--- src/relay_pkg.sv ---
package relay_pkg;

    // number of assignable source signals
    localparam int unsigned NUM_SRC       = 7;

    // clock and timer resolution, times in seconds
    localparam int unsigned CLK_HZ        = 50_000_000;
    localparam real         TIME_RES_S    = 0.01;
    localparam real         TIME_MAX_S    = 300.00;
    localparam real         TIME_RESET_S  = 0.00;
    localparam int unsigned TICK_CYCLES   = int'(TIME_RES_S * real'(CLK_HZ));

    // time settings held as counts of 0.01 s ticks
    localparam logic [15:0] TIME_MAX      = 16'(int'(TIME_MAX_S / TIME_RES_S));
    localparam logic [15:0] TIME_RESET    = 16'(int'(TIME_RESET_S / TIME_RES_S));

    // register offsets (byte addresses)
    localparam logic [3:0]  CTRL_OFS      = 4'h0;
    localparam logic [3:0]  HOLD_OFS      = 4'h4;
    localparam logic [3:0]  OFF_DLY_OFS   = 4'h8;
    localparam logic [3:0]  STATUS_OFS    = 4'hC;

    // control register field positions
    localparam int unsigned AMASK_LSB     = 0;
    localparam int unsigned IMASK_LSB     = 8;
    localparam int unsigned OINV_BIT      = 16;
    localparam int unsigned LATCH_BIT     = 17;
    localparam int unsigned ACK_EN_BIT    = 18;
    localparam int unsigned CLOSED_BIT    = 19;

    // status register field positions
    localparam int unsigned ST_COLL_BIT   = 0;
    localparam int unsigned ST_DLY_BIT    = 1;
    localparam int unsigned ST_LATCH_BIT  = 2;
    localparam int unsigned ST_OUT_BIT    = 3;
    localparam int unsigned ST_DRIVE_BIT  = 4;
    localparam int unsigned ST_HOLD_BIT   = 5;

    // control values after reset
    localparam logic [6:0]  AMASK_RESET   = 7'h01;
    localparam logic [6:0]  IMASK_RESET   = 7'h00;
    localparam logic        OINV_RESET    = 1'h0;
    localparam logic        LATCH_RESET   = 1'h0;
    localparam logic        ACK_EN_RESET  = 1'h0;
    localparam logic        CLOSED_RESET  = 1'h0;

endpackage

--- src/tick_gen.sv ---
`timescale 1ns/1ps

module tick_gen
#(
    parameter int unsigned COUNT = relay_pkg::TICK_CYCLES
)
(
    // clock and reset
    input  wire logic clk_in,
    input  wire logic reset_in,
    // one-cycle enable every COUNT cycles
    output logic      tick_out
);

    localparam int unsigned W = (COUNT > 1) ? $clog2(COUNT) : 1;

    typedef struct packed
    {
        logic [W-1:0] cnt;
        logic         tick;
    } tick_state_type;

    tick_state_type st_r;
    tick_state_type st_nxt;

    // free running divider, wraps at COUNT-1
    always_comb
    begin
        st_nxt      = st_r;
        st_nxt.tick = 1'h0;
        if (st_r.cnt >= W'(COUNT - 1))
        begin
            st_nxt.cnt  = '0;
            st_nxt.tick = 1'h1;
        end
        else
        begin
            st_nxt.cnt = st_r.cnt + W'(1);
        end
    end

    always_ff @(posedge clk_in)
    begin
        if (reset_in)
            st_r <= '0;
        else
            st_r <= st_nxt;
    end

    assign tick_out = st_r.tick;

endmodule

--- src/relay_output_conditioner.sv ---
// Operation
// output is OR of assigned sources
// each source individually invertible, default off
// optional inversion of combined result
// minimum hold time and switch-off delay
// latch keeps output after pick-up
// acknowledge input releases the latch
// acknowledge ignored while latching disabled
// operating mode selects relay drive polarity
`timescale 1ns/1ps

module relay_output_conditioner
#(
    parameter int unsigned TICK_CYCLES = relay_pkg::TICK_CYCLES
)
(
    // clock and reset
    input  wire logic                         CLK_IN,
    input  wire logic                         RESET_IN,
    // register port
    input  wire logic [3:0]                   ADDR_IN,
    input  wire logic [31:0]                  WDATA_IN,
    input  wire logic                         WR_IN,
    input  wire logic                         RD_IN,
    output logic      [31:0]                  RDATA_OUT,
    // protection signals and acknowledge
    input  wire logic [relay_pkg::NUM_SRC-1:0] SRC_IN,
    input  wire logic                         ACK_IN,
    // relay coil drive and state
    output logic                              RELAY_OUT,
    output logic                              LATCHED_OUT
);

    typedef struct packed
    {
        logic [relay_pkg::NUM_SRC-1:0] amask;
        logic [relay_pkg::NUM_SRC-1:0] imask;
        logic                          oinv;
        logic                          latch_en;
        logic                          ack_en;
        logic                          closed;
        logic [15:0]                   hold_t;
        logic [15:0]                   off_dly;
        logic [15:0]                   hold_cnt;
        logic [15:0]                   off_cnt;
        logic                          dly;
        logic                          latched;
        logic                          outp;
        logic                          drive;
        logic [31:0]                   rdata;
    } state_type;

    state_type                     st_r;
    state_type                     st_nxt;
    logic                          tick;
    logic [relay_pkg::NUM_SRC-1:0] gated;
    logic                          coll;
    logic                          hold_busy;

    // settings above the range are clamped, not wrapped
    function automatic logic [15:0] clamp_time(input logic [31:0] v);
        if (v > {16'h0000, relay_pkg::TIME_MAX})
            clamp_time = relay_pkg::TIME_MAX;
        else
            clamp_time = v[15:0];
    endfunction

    // 0.01 s timer tick
    tick_gen #(
        .COUNT    (TICK_CYCLES)
    ) u_tick (
        .clk_in   (CLK_IN),
        .reset_in (RESET_IN),
        .tick_out (tick)
    );

    // per-source inversion and assignment gate
    genvar i;
    generate
        for (i = 0; i < relay_pkg::NUM_SRC; i++)
        begin : g_src
            // optional input inversion
            assign gated[i] = st_r.amask[i] & (SRC_IN[i] ^ st_r.imask[i]);
        end
    endgenerate

    // or of assigned
    // result inversion
    assign coll = (|gated) ^ st_r.oinv;

    // hold window open
    assign hold_busy = (st_r.hold_t != 16'h0000) && (st_r.hold_cnt <= st_r.hold_t);

    // next state: registers, timers, latch, output
    always_comb
    begin
        logic demand;
        demand = 1'h0;
        st_nxt = st_r;

        // register writes
        if (WR_IN)
        begin
            case (ADDR_IN)
                relay_pkg::CTRL_OFS:
                begin
                    st_nxt.amask    = WDATA_IN[relay_pkg::AMASK_LSB +: relay_pkg::NUM_SRC];
                    st_nxt.imask    = WDATA_IN[relay_pkg::IMASK_LSB +: relay_pkg::NUM_SRC];
                    st_nxt.oinv     = WDATA_IN[relay_pkg::OINV_BIT];
                    st_nxt.latch_en = WDATA_IN[relay_pkg::LATCH_BIT];
                    // ack selectable only when latching
                    st_nxt.ack_en   = WDATA_IN[relay_pkg::ACK_EN_BIT] & WDATA_IN[relay_pkg::LATCH_BIT];
                    st_nxt.closed   = WDATA_IN[relay_pkg::CLOSED_BIT];
                end
                relay_pkg::HOLD_OFS:    st_nxt.hold_t  = clamp_time(WDATA_IN);
                relay_pkg::OFF_DLY_OFS: st_nxt.off_dly = clamp_time(WDATA_IN);
                default:                st_nxt.rdata   = st_r.rdata;
            endcase
        end

        // register reads, data valid only in the following cycle
        st_nxt.rdata = 32'h0000_0000;
        if (RD_IN)
        begin
            case (ADDR_IN)
                relay_pkg::CTRL_OFS:
                begin
                    st_nxt.rdata[relay_pkg::AMASK_LSB +: relay_pkg::NUM_SRC] = st_r.amask;
                    st_nxt.rdata[relay_pkg::IMASK_LSB +: relay_pkg::NUM_SRC] = st_r.imask;
                    st_nxt.rdata[relay_pkg::OINV_BIT]                        = st_r.oinv;
                    st_nxt.rdata[relay_pkg::LATCH_BIT]                       = st_r.latch_en;
                    st_nxt.rdata[relay_pkg::ACK_EN_BIT]                      = st_r.ack_en;
                    st_nxt.rdata[relay_pkg::CLOSED_BIT]                      = st_r.closed;
                end
                relay_pkg::HOLD_OFS:    st_nxt.rdata[15:0] = st_r.hold_t;
                relay_pkg::OFF_DLY_OFS: st_nxt.rdata[15:0] = st_r.off_dly;
                relay_pkg::STATUS_OFS:
                begin
                    st_nxt.rdata[relay_pkg::ST_COLL_BIT]  = coll;
                    st_nxt.rdata[relay_pkg::ST_DLY_BIT]   = st_r.dly;
                    st_nxt.rdata[relay_pkg::ST_LATCH_BIT] = st_r.latched;
                    st_nxt.rdata[relay_pkg::ST_OUT_BIT]   = st_r.outp;
                    st_nxt.rdata[relay_pkg::ST_DRIVE_BIT] = st_r.drive;
                    st_nxt.rdata[relay_pkg::ST_HOLD_BIT]  = hold_busy;
                end
                default:                st_nxt.rdata = 32'h0000_0000;
            endcase
        end

        // switch-off delay
        if (coll)
        begin
            st_nxt.dly     = 1'h1;
            st_nxt.off_cnt = 16'h0000;
        end
        else if (st_r.dly)
        begin
            // first tick may be early, so count one past the setting
            if ((st_r.off_dly == 16'h0000) || (st_r.off_cnt > st_r.off_dly))
                st_nxt.dly = 1'h0;
            else if (tick)
                st_nxt.off_cnt = st_r.off_cnt + 16'h0001;
        end

        // latch on pick-up
        // ack releases latch
        // no latch, no ack
        // a pick-up in the ack cycle wins over the release
        st_nxt.latched = st_nxt.latch_en & ((st_r.latched & ~(ACK_IN & st_r.ack_en)) | st_nxt.dly);
        if (!st_nxt.latch_en)
            st_nxt.ack_en = 1'h0;

        demand = st_nxt.dly | st_nxt.latched;

        // minimum hold time
        if ((demand != st_r.outp) && !hold_busy)
        begin
            st_nxt.outp     = demand;
            st_nxt.hold_cnt = 16'h0000;
        end
        else if (tick && (st_r.hold_cnt <= relay_pkg::TIME_MAX))
        begin
            // ages even with hold off, so a later setting sees how old the state is
            st_nxt.hold_cnt = st_r.hold_cnt + 16'h0001;
        end

        // coil polarity
        st_nxt.drive = st_nxt.outp ^ st_nxt.closed;
    end

    // state register, settings return to defaults on reset
    always_ff @(posedge CLK_IN)
    begin
        if (RESET_IN)
        begin
            st_r          <= '0;
            st_r.amask    <= relay_pkg::AMASK_RESET;
            st_r.imask    <= relay_pkg::IMASK_RESET;
            st_r.oinv     <= relay_pkg::OINV_RESET;
            st_r.latch_en <= relay_pkg::LATCH_RESET;
            st_r.ack_en   <= relay_pkg::ACK_EN_RESET;
            st_r.closed   <= relay_pkg::CLOSED_RESET;
            st_r.hold_t   <= relay_pkg::TIME_RESET;
            st_r.off_dly  <= relay_pkg::TIME_RESET;
            st_r.drive    <= relay_pkg::CLOSED_RESET;
        end
        else
        begin
            st_r <= st_nxt;
        end
    end

    // outputs straight from flip-flops
    assign RDATA_OUT   = st_r.rdata;
    assign RELAY_OUT   = st_r.drive;
    assign LATCHED_OUT = st_r.latched;
endmodule

--- config.mk ---
export PLATFORM = sky130hd
export DESIGN_NAME = relay_output_conditioner
export DESIGN_NICKNAME = d
export VERILOG_FILES = /design/src/relay_pkg.sv /design/src/tick_gen.sv /design/src/relay_output_conditioner.sv
export SDC_FILE = /design/constraint.sdc
export NUM_CORES = 1
export LEC_CHECK = 0
export BUFFER_PORTS_ARGS = -buffer_cell sky130_fd_sc_hd__buf_2
export CAP_MARGIN = 5
export CORE_UTILIZATION = 40
export CTS_CLUSTER_SIZE = 25
export DETAILED_ROUTE_END_ITERATION = 6
export PLACE_DENSITY = 0.61
export REMOVE_ABC_BUFFERS = 1
export SLEW_MARGIN = 10
export SYNTH_ARGS = -nofsm -noshare
export SYNTH_HDL_FRONTEND = slang
export SYNTH_SLANG_ARGS = --single-unit
--- constraint.sdc ---
create_clock -name CLK_IN -period 2.7 [get_ports CLK_IN]
set_input_delay 0.27 -clock CLK_IN [delete_from_list [all_inputs] [get_ports CLK_IN]]
set_output_delay 0.27 -clock CLK_IN [all_outputs]
set_load 0.1 [all_outputs]
# --- Yosys cells after proc, flatten, opt, wreduce, memory -nomap -nowiden ---
# Index checks and enable logic that the tools add are counted.
classes:
  n_addsub: 3
  order_cmp: 5
  n_eq_ne: 4
  mux: 15
  bitwise: 27
  reduce_logical: 19
op_table:
  columns: ["operator", "n"]
  rows:
  - ["$mux 16", 3]
  - ["$mux 35", 1]
  - ["$add 16x1->16 const B", 2]
  - ["$gt 32x15->1 const B", 1]
  - ["$pmux 6 s4", 1]
  - ["$pmux 7 s3", 1]
  - ["$add 19x1->19 const B", 1]
  - ["$ge 19x19->1 const B", 1]
  - ["$gt 16x16->1", 1]
  - ["$le 16x15->1 const B", 1]
  - ["$le 16x16->1", 1]
  - ["$logic_not 16->1", 1]
  - ["$reduce_bool 16->1", 1]
  - ["$and 1x1->1", 11]
  - ["$reduce_or 2->1", 5]
  - ["$xor 1x1->1", 9]
  - ["$eq 4x4->1 const B", 2]
  - ["$reduce_or 7->1", 1]
  - ["$reduce_and 2->1", 3]
  - ["$mux 1", 5]
  - ["$not 1->1", 5]
  - ["$eq 4x3->1 const B", 1]
  - ["$logic_not 4->1", 1]
  - ["$pmux 1 s2", 2]
  - ["other kinds (9)", 12]
word_totals:
  regBits: 138
  input_bits: 48
  output_inout_bits: 34

# --- Longest topological paths before layout ---
depth:
  word_depth: 12
  depth_mapped: 10

# --- By module ---
# Synthesis repeated with hierarchy kept, for this count alone.
unflattened:
  cells_unflattened: 774
  area_unflattened_um2: 6772.7
by_module_without_submodules:
  columns: ["mod", "n_inst", "cells_per_inst", "area_each_um2", "seq_area_each_um2"]
  rows:
  - ["relay_output_conditioner", 1, 664, 5715.5, 2122.0]
  - ["tick_gen", 1, 110, 1057.3, 400.4]

# --- Worst setup path before layout ---
# No wires, ideal clock.
synth_timing:
  kind: "reg2reg"
  startpoint: "register st_r[81] (netlist name)"
  endpoint: "register st_r[57] (netlist name)"
  arrival_ps: 2602
  t_required_ps: 2622
  setup_slack_ps: 20
  path_stages_with_launch: 11
  period_less_slack_ps: 2680
  cell_sequence: "dfxtp_1 -> inv_1 -> ha_1 -> a21o_1 -> a21o_1 -> a22o_1 -> o41a_1 -> o221ai_1 -> mux2_2 -> buf_2 -> nor3_1"
synth_via:
  elab_chain_cells: 11
  elab_cells_between_ends: 12
  cone_classes: "order compare: 1; eq/ne: 1; mux: 3; bitwise: 3; reduce/logical: 4"
synth_lines:
  columns: ["element", "line_no", "rtl"]
  rows:
  - ["start, declared", "relay_output_conditioner.sv:53", "state_type st_r;"]
  - ["start signal, assigned", "relay_output_conditioner.sv:209", "st_r <= st_nxt;"]
  - ["$gt 16x16->1 / $logic_not 16->1 (equally long branches)", "relay_output_conditioner.sv:159", "if ((st_r.off_dly == 16'h0000) || (st_r.off_cnt > st_r.off_dly))"]
  - ["$logic_or 1x1->1 (*)", "relay_output_conditioner.sv:159", null]
  - ["$mux 1 (*)", "relay_output_conditioner.sv:159", null]
  - ["$mux 1 (*)", "relay_output_conditioner.sv:156", "else if (st_r.dly)"]
  - ["$mux 1 (*)", "relay_output_conditioner.sv:151", "if (coll)"]
  - ["$or 1x1->1", "relay_output_conditioner.sv:169", "st_nxt.latched = st_nxt.latch_en & ((st_r.latched & ~(ACK_IN & st_r.ack_en)) | st_nxt.dly);"]
  - ["$and 1x1->1", "relay_output_conditioner.sv:169", null]
  - ["$or 1x1->1 (*)", "relay_output_conditioner.sv:173", "demand = st_nxt.dly | st_nxt.latched;"]
  - ["$ne 1x1->1 (*)", "relay_output_conditioner.sv:176", "if ((demand != st_r.outp) && !hold_busy)"]
  - ["$logic_and 1x1->1 (*)", "relay_output_conditioner.sv:176", null]
  - ["$reduce_or 2->1 (no line) (*)", null, null]
# Mark *: on every way between the ends. The rest lies on a longest branch, timed or not.
# A chain may end at the register's enable or synchronous reset.

# --- Worst setup path in the final report ---
layout_timing:
  startpoint: "register st_r[76] (netlist name)"
  endpoint: "register st_r[67] (netlist name)"
# The elaborated chain is that of the path after synthesis.

==> impl_metrics.json <==
{
  "outcome": "complete, no violations",
  "vias_per_cell": 5.19,
  "cts_buffers": 17,
  "internal-power_mw": 3.59,
  "hold_slack_ns": 0.115,
  "arrival_ns": 3.03,
  "switching_share_pct": 24.3,
  "slew_headroom_pct": 43.4,
  "clock_latency_ns": 0.42,
  "synth_top_area_share_pct": 39.3,
  "hold_path_class": "in2reg",
  "wl_um": 17000,
  "max-cap-violations": 0,
  "htree_levels": 4,
  "nNetsFinal": 921,
  "rsz0062_at_grt": "yes",
  "antenna_found_initial": 0,
  "skew_ns": 0.00830,
  "cts_tree": "done",
  "first_pass_iters": 7,
  "ys_seq_area_share_pct": 39.3,
  "synth_edf_count": 0,
  "grt_usage_pct": 21.2,
  "hold_end": "st_r[103]",
  "synth_top_flop_cell": "dfxtp_1",
  "grt_pass1_vias": 5063,
  "comb_power_share_pct": 9.2,
  "ctsRootBufferMaster": "clkbuf_16",
  "dieArea_um2": 16500,
  "grt_max_degree": 32,
  "rows": 45,
  "p_leak_nw": 3.19,
  "worst_pin_slew_ns": 0.847,
  "r2r-end": "st_r[67]",
  "final-hold-violation-count": 0,
  "die_w_um": 129,
  "syn_area_um2": 6410,
  "synthDistinctLibCells": 54,
  "cp_max_fo": 8,
  "grt_overflow": 0,
  "r2r_cells": 10,
  "clock_power_share_pct": 50.8,
  "placed_cells": 1026,
  "portBuffers": 69,
  "coreArea_um2": 15400,
  "drtIter0Drc": 447,
  "ys_seq_elements": 126,
  "final_layout_size_suffix_gt1_share_pct": 25.4,
  "synth_commonest_cells": "dfxtp_1 (126), nor2_1 (105), nand2_1 (60)",
  "diodes": 0,
  "io_pins": 82,
  "powerDensity_nw_per_um2": 591,
  "dp_slack_ns": -0.0781,
  "wl_per_cell_um": 16.0,
  "final_core_util_pct": 52.0,
  "cts_sinks": 126,
  "remaining_drc_errors": 0,
  "gp_congestion": 0.846,
  "power_mw": 4.74,
  "yosys_warnings": 0,
  "r2r_slack_ns": 0.01,
  "min_from": "WDATA_IN[16]",
  "clkTransAtPathRegs_ns": 0.06,
  "slew_violations": 0,
  "setup_slack_ns": 0.0136,
  "synth_top_area_cell": "dfxtp_1",
  "timing.rr.start": "st_r[76]",
  "finalSetupViolations": 0,
  "ir_drop_mv": 0.426,
  "switching_power_mw": 1.15,
  "period_minus_slack_ns": 2.69,
  "period_share_pct": 99.5,
  "synthMostInstantiatedCell": "dfxtp_1",
  "avgSynthCellArea_um2": 8.60,
  "p_seq_share_pct": 40.0,
  "clk_path_buf_depth": 2,
  "synthCells": 746,
  "min_path_cells": 3,
  "dpl.hpwl_um": 12300,
  "instances_no_fill": 1060,
  "start_util_pct": 41.6,
  "crit_path_end_kind": "flip-flop",
  "area_growth_pct": 25.2,
  "max_freq_mhz": 372,
  "cp-start-kind": "flip-flop",
  "async_flop_share_pct": 0,
  "drtAntennaViolNets": 0,
  "vias": 5499,
  "die_h_um": 129,
  "crit_required_ns": 3.04,
  "grt_pass1_wl_um": 26600,
  "synth_area_leaders": "dfxtp_1 (39%), ha_1 (7.0%), nor2_1 (6.1%)",
  "crit_type": "reg2reg"
}
-- timing repair --
item	CTS	global route
hold buffers	0	0
pin swaps	0	21
buffers inserted	0	2
endpoints found under the setup margin	18	19
cloned	0	1
gates resized for setup	4	57
-- worst max-delay path, stage by stage, from the launching register on --
cell and delay [ns]:
dfxtp_2 0.34, inv_2 0.05, ha_4 0.22, nand4_1 0.20, buf_4 0.16, nor2_2 0.03, a22o_1 0.21, o41a_1 0.48
o221ai_4 0.33, mux2_4 0.41, nor3b_2 0.18
-- power by group through the flow --
stage	combinational (mW)	sequential [mW]	clock [mW]
2_1_floorplan	0.208	1.95	0
5_1_grt	0.466	1.90	2.53
4_1_cts	0.389	1.90	2.45
3_3_place_gp	0.380	1.94	0
3_5_place_dp	0.380	1.94	0
6_report	0.439	1.90	2.41
-- layer usage --
metal / wire length (µm) / global-route usage, % / vias up
met1: 8210 / 28.9 / 2549
met2: 7260 / 31.8 / 196
met4: 293 / 7.68 / 0
li1: - / - / 2731
met5: 0 / 0 / -
met3: 1220 / 5.86 / 23
-- cell usage in the layout (no fill, tap or decap), types with 19 or more instances in the layout --
cell,instances
inv_1,35
dfxtp_1,114
nor2_1,104
xor2_1,19
ha_1,26
nand2_1,59
buf_2,69
a21oi_1,37
buf_4,49
xnor2_1,34
-- cell type report --
class	instances	area [µm²]
tap	211	264
inverter	42	158
multi-input combinational	531	3720
fill	1456	7400
sequential	126	2540
clock buffer	20	457
timing repair buffer	119	724
clock inverter	11	165
-- cell families after synthesis --
| logic type | count (synthesis) | synth area share, % |
|---|---|---|
| adders and majority gates | 36 | 7.02 |
| and+or+nand+nor | 304 | 23.2 |
| muxes | 18 | 3.80 |
| AOI/OAI and AO/OA | 107 | 11.5 |
| DFF | 126 | 39.3 |
| buffers and inverters | 101 | 7.80 |
| other | 1 | 0.0585 |
| xor gates and xnor gates | 53 | 7.24 |
-- how the worst max path moves through the flow --
stage / cells past startpoint / end / start
finish: 10 / st_r[67] / st_r[76]
global placement: 9 / st_r[67] / st_r[81]
CTS: 10 / RELAY_OUT / st_r[79]
floorplan: 9 / st_r[67] / st_r[81]
global route: 9 / st_r[67] / st_r[50]
detailed placement: 9 / st_r[64] / st_r[81]
-- stage by stage --
step	area, µm²	setup TNS, ns
floorplan	6110	-0.371
global placement	7080	-0.393
detailed placement	7080	-0.974
CTS	7730	0
global route	8030	-0.125
finish	8030	0
-- sequential cells by signal (all words and copies together) (netlist names) --
register and flops:
RELAY_OUT 1, u_tick.tick_out 1, RDATA_OUT 20, st_r 84
u_tick.st_r 19, LATCHED_OUT 1
No activity file was read; power rests on OpenSTA's default activity.
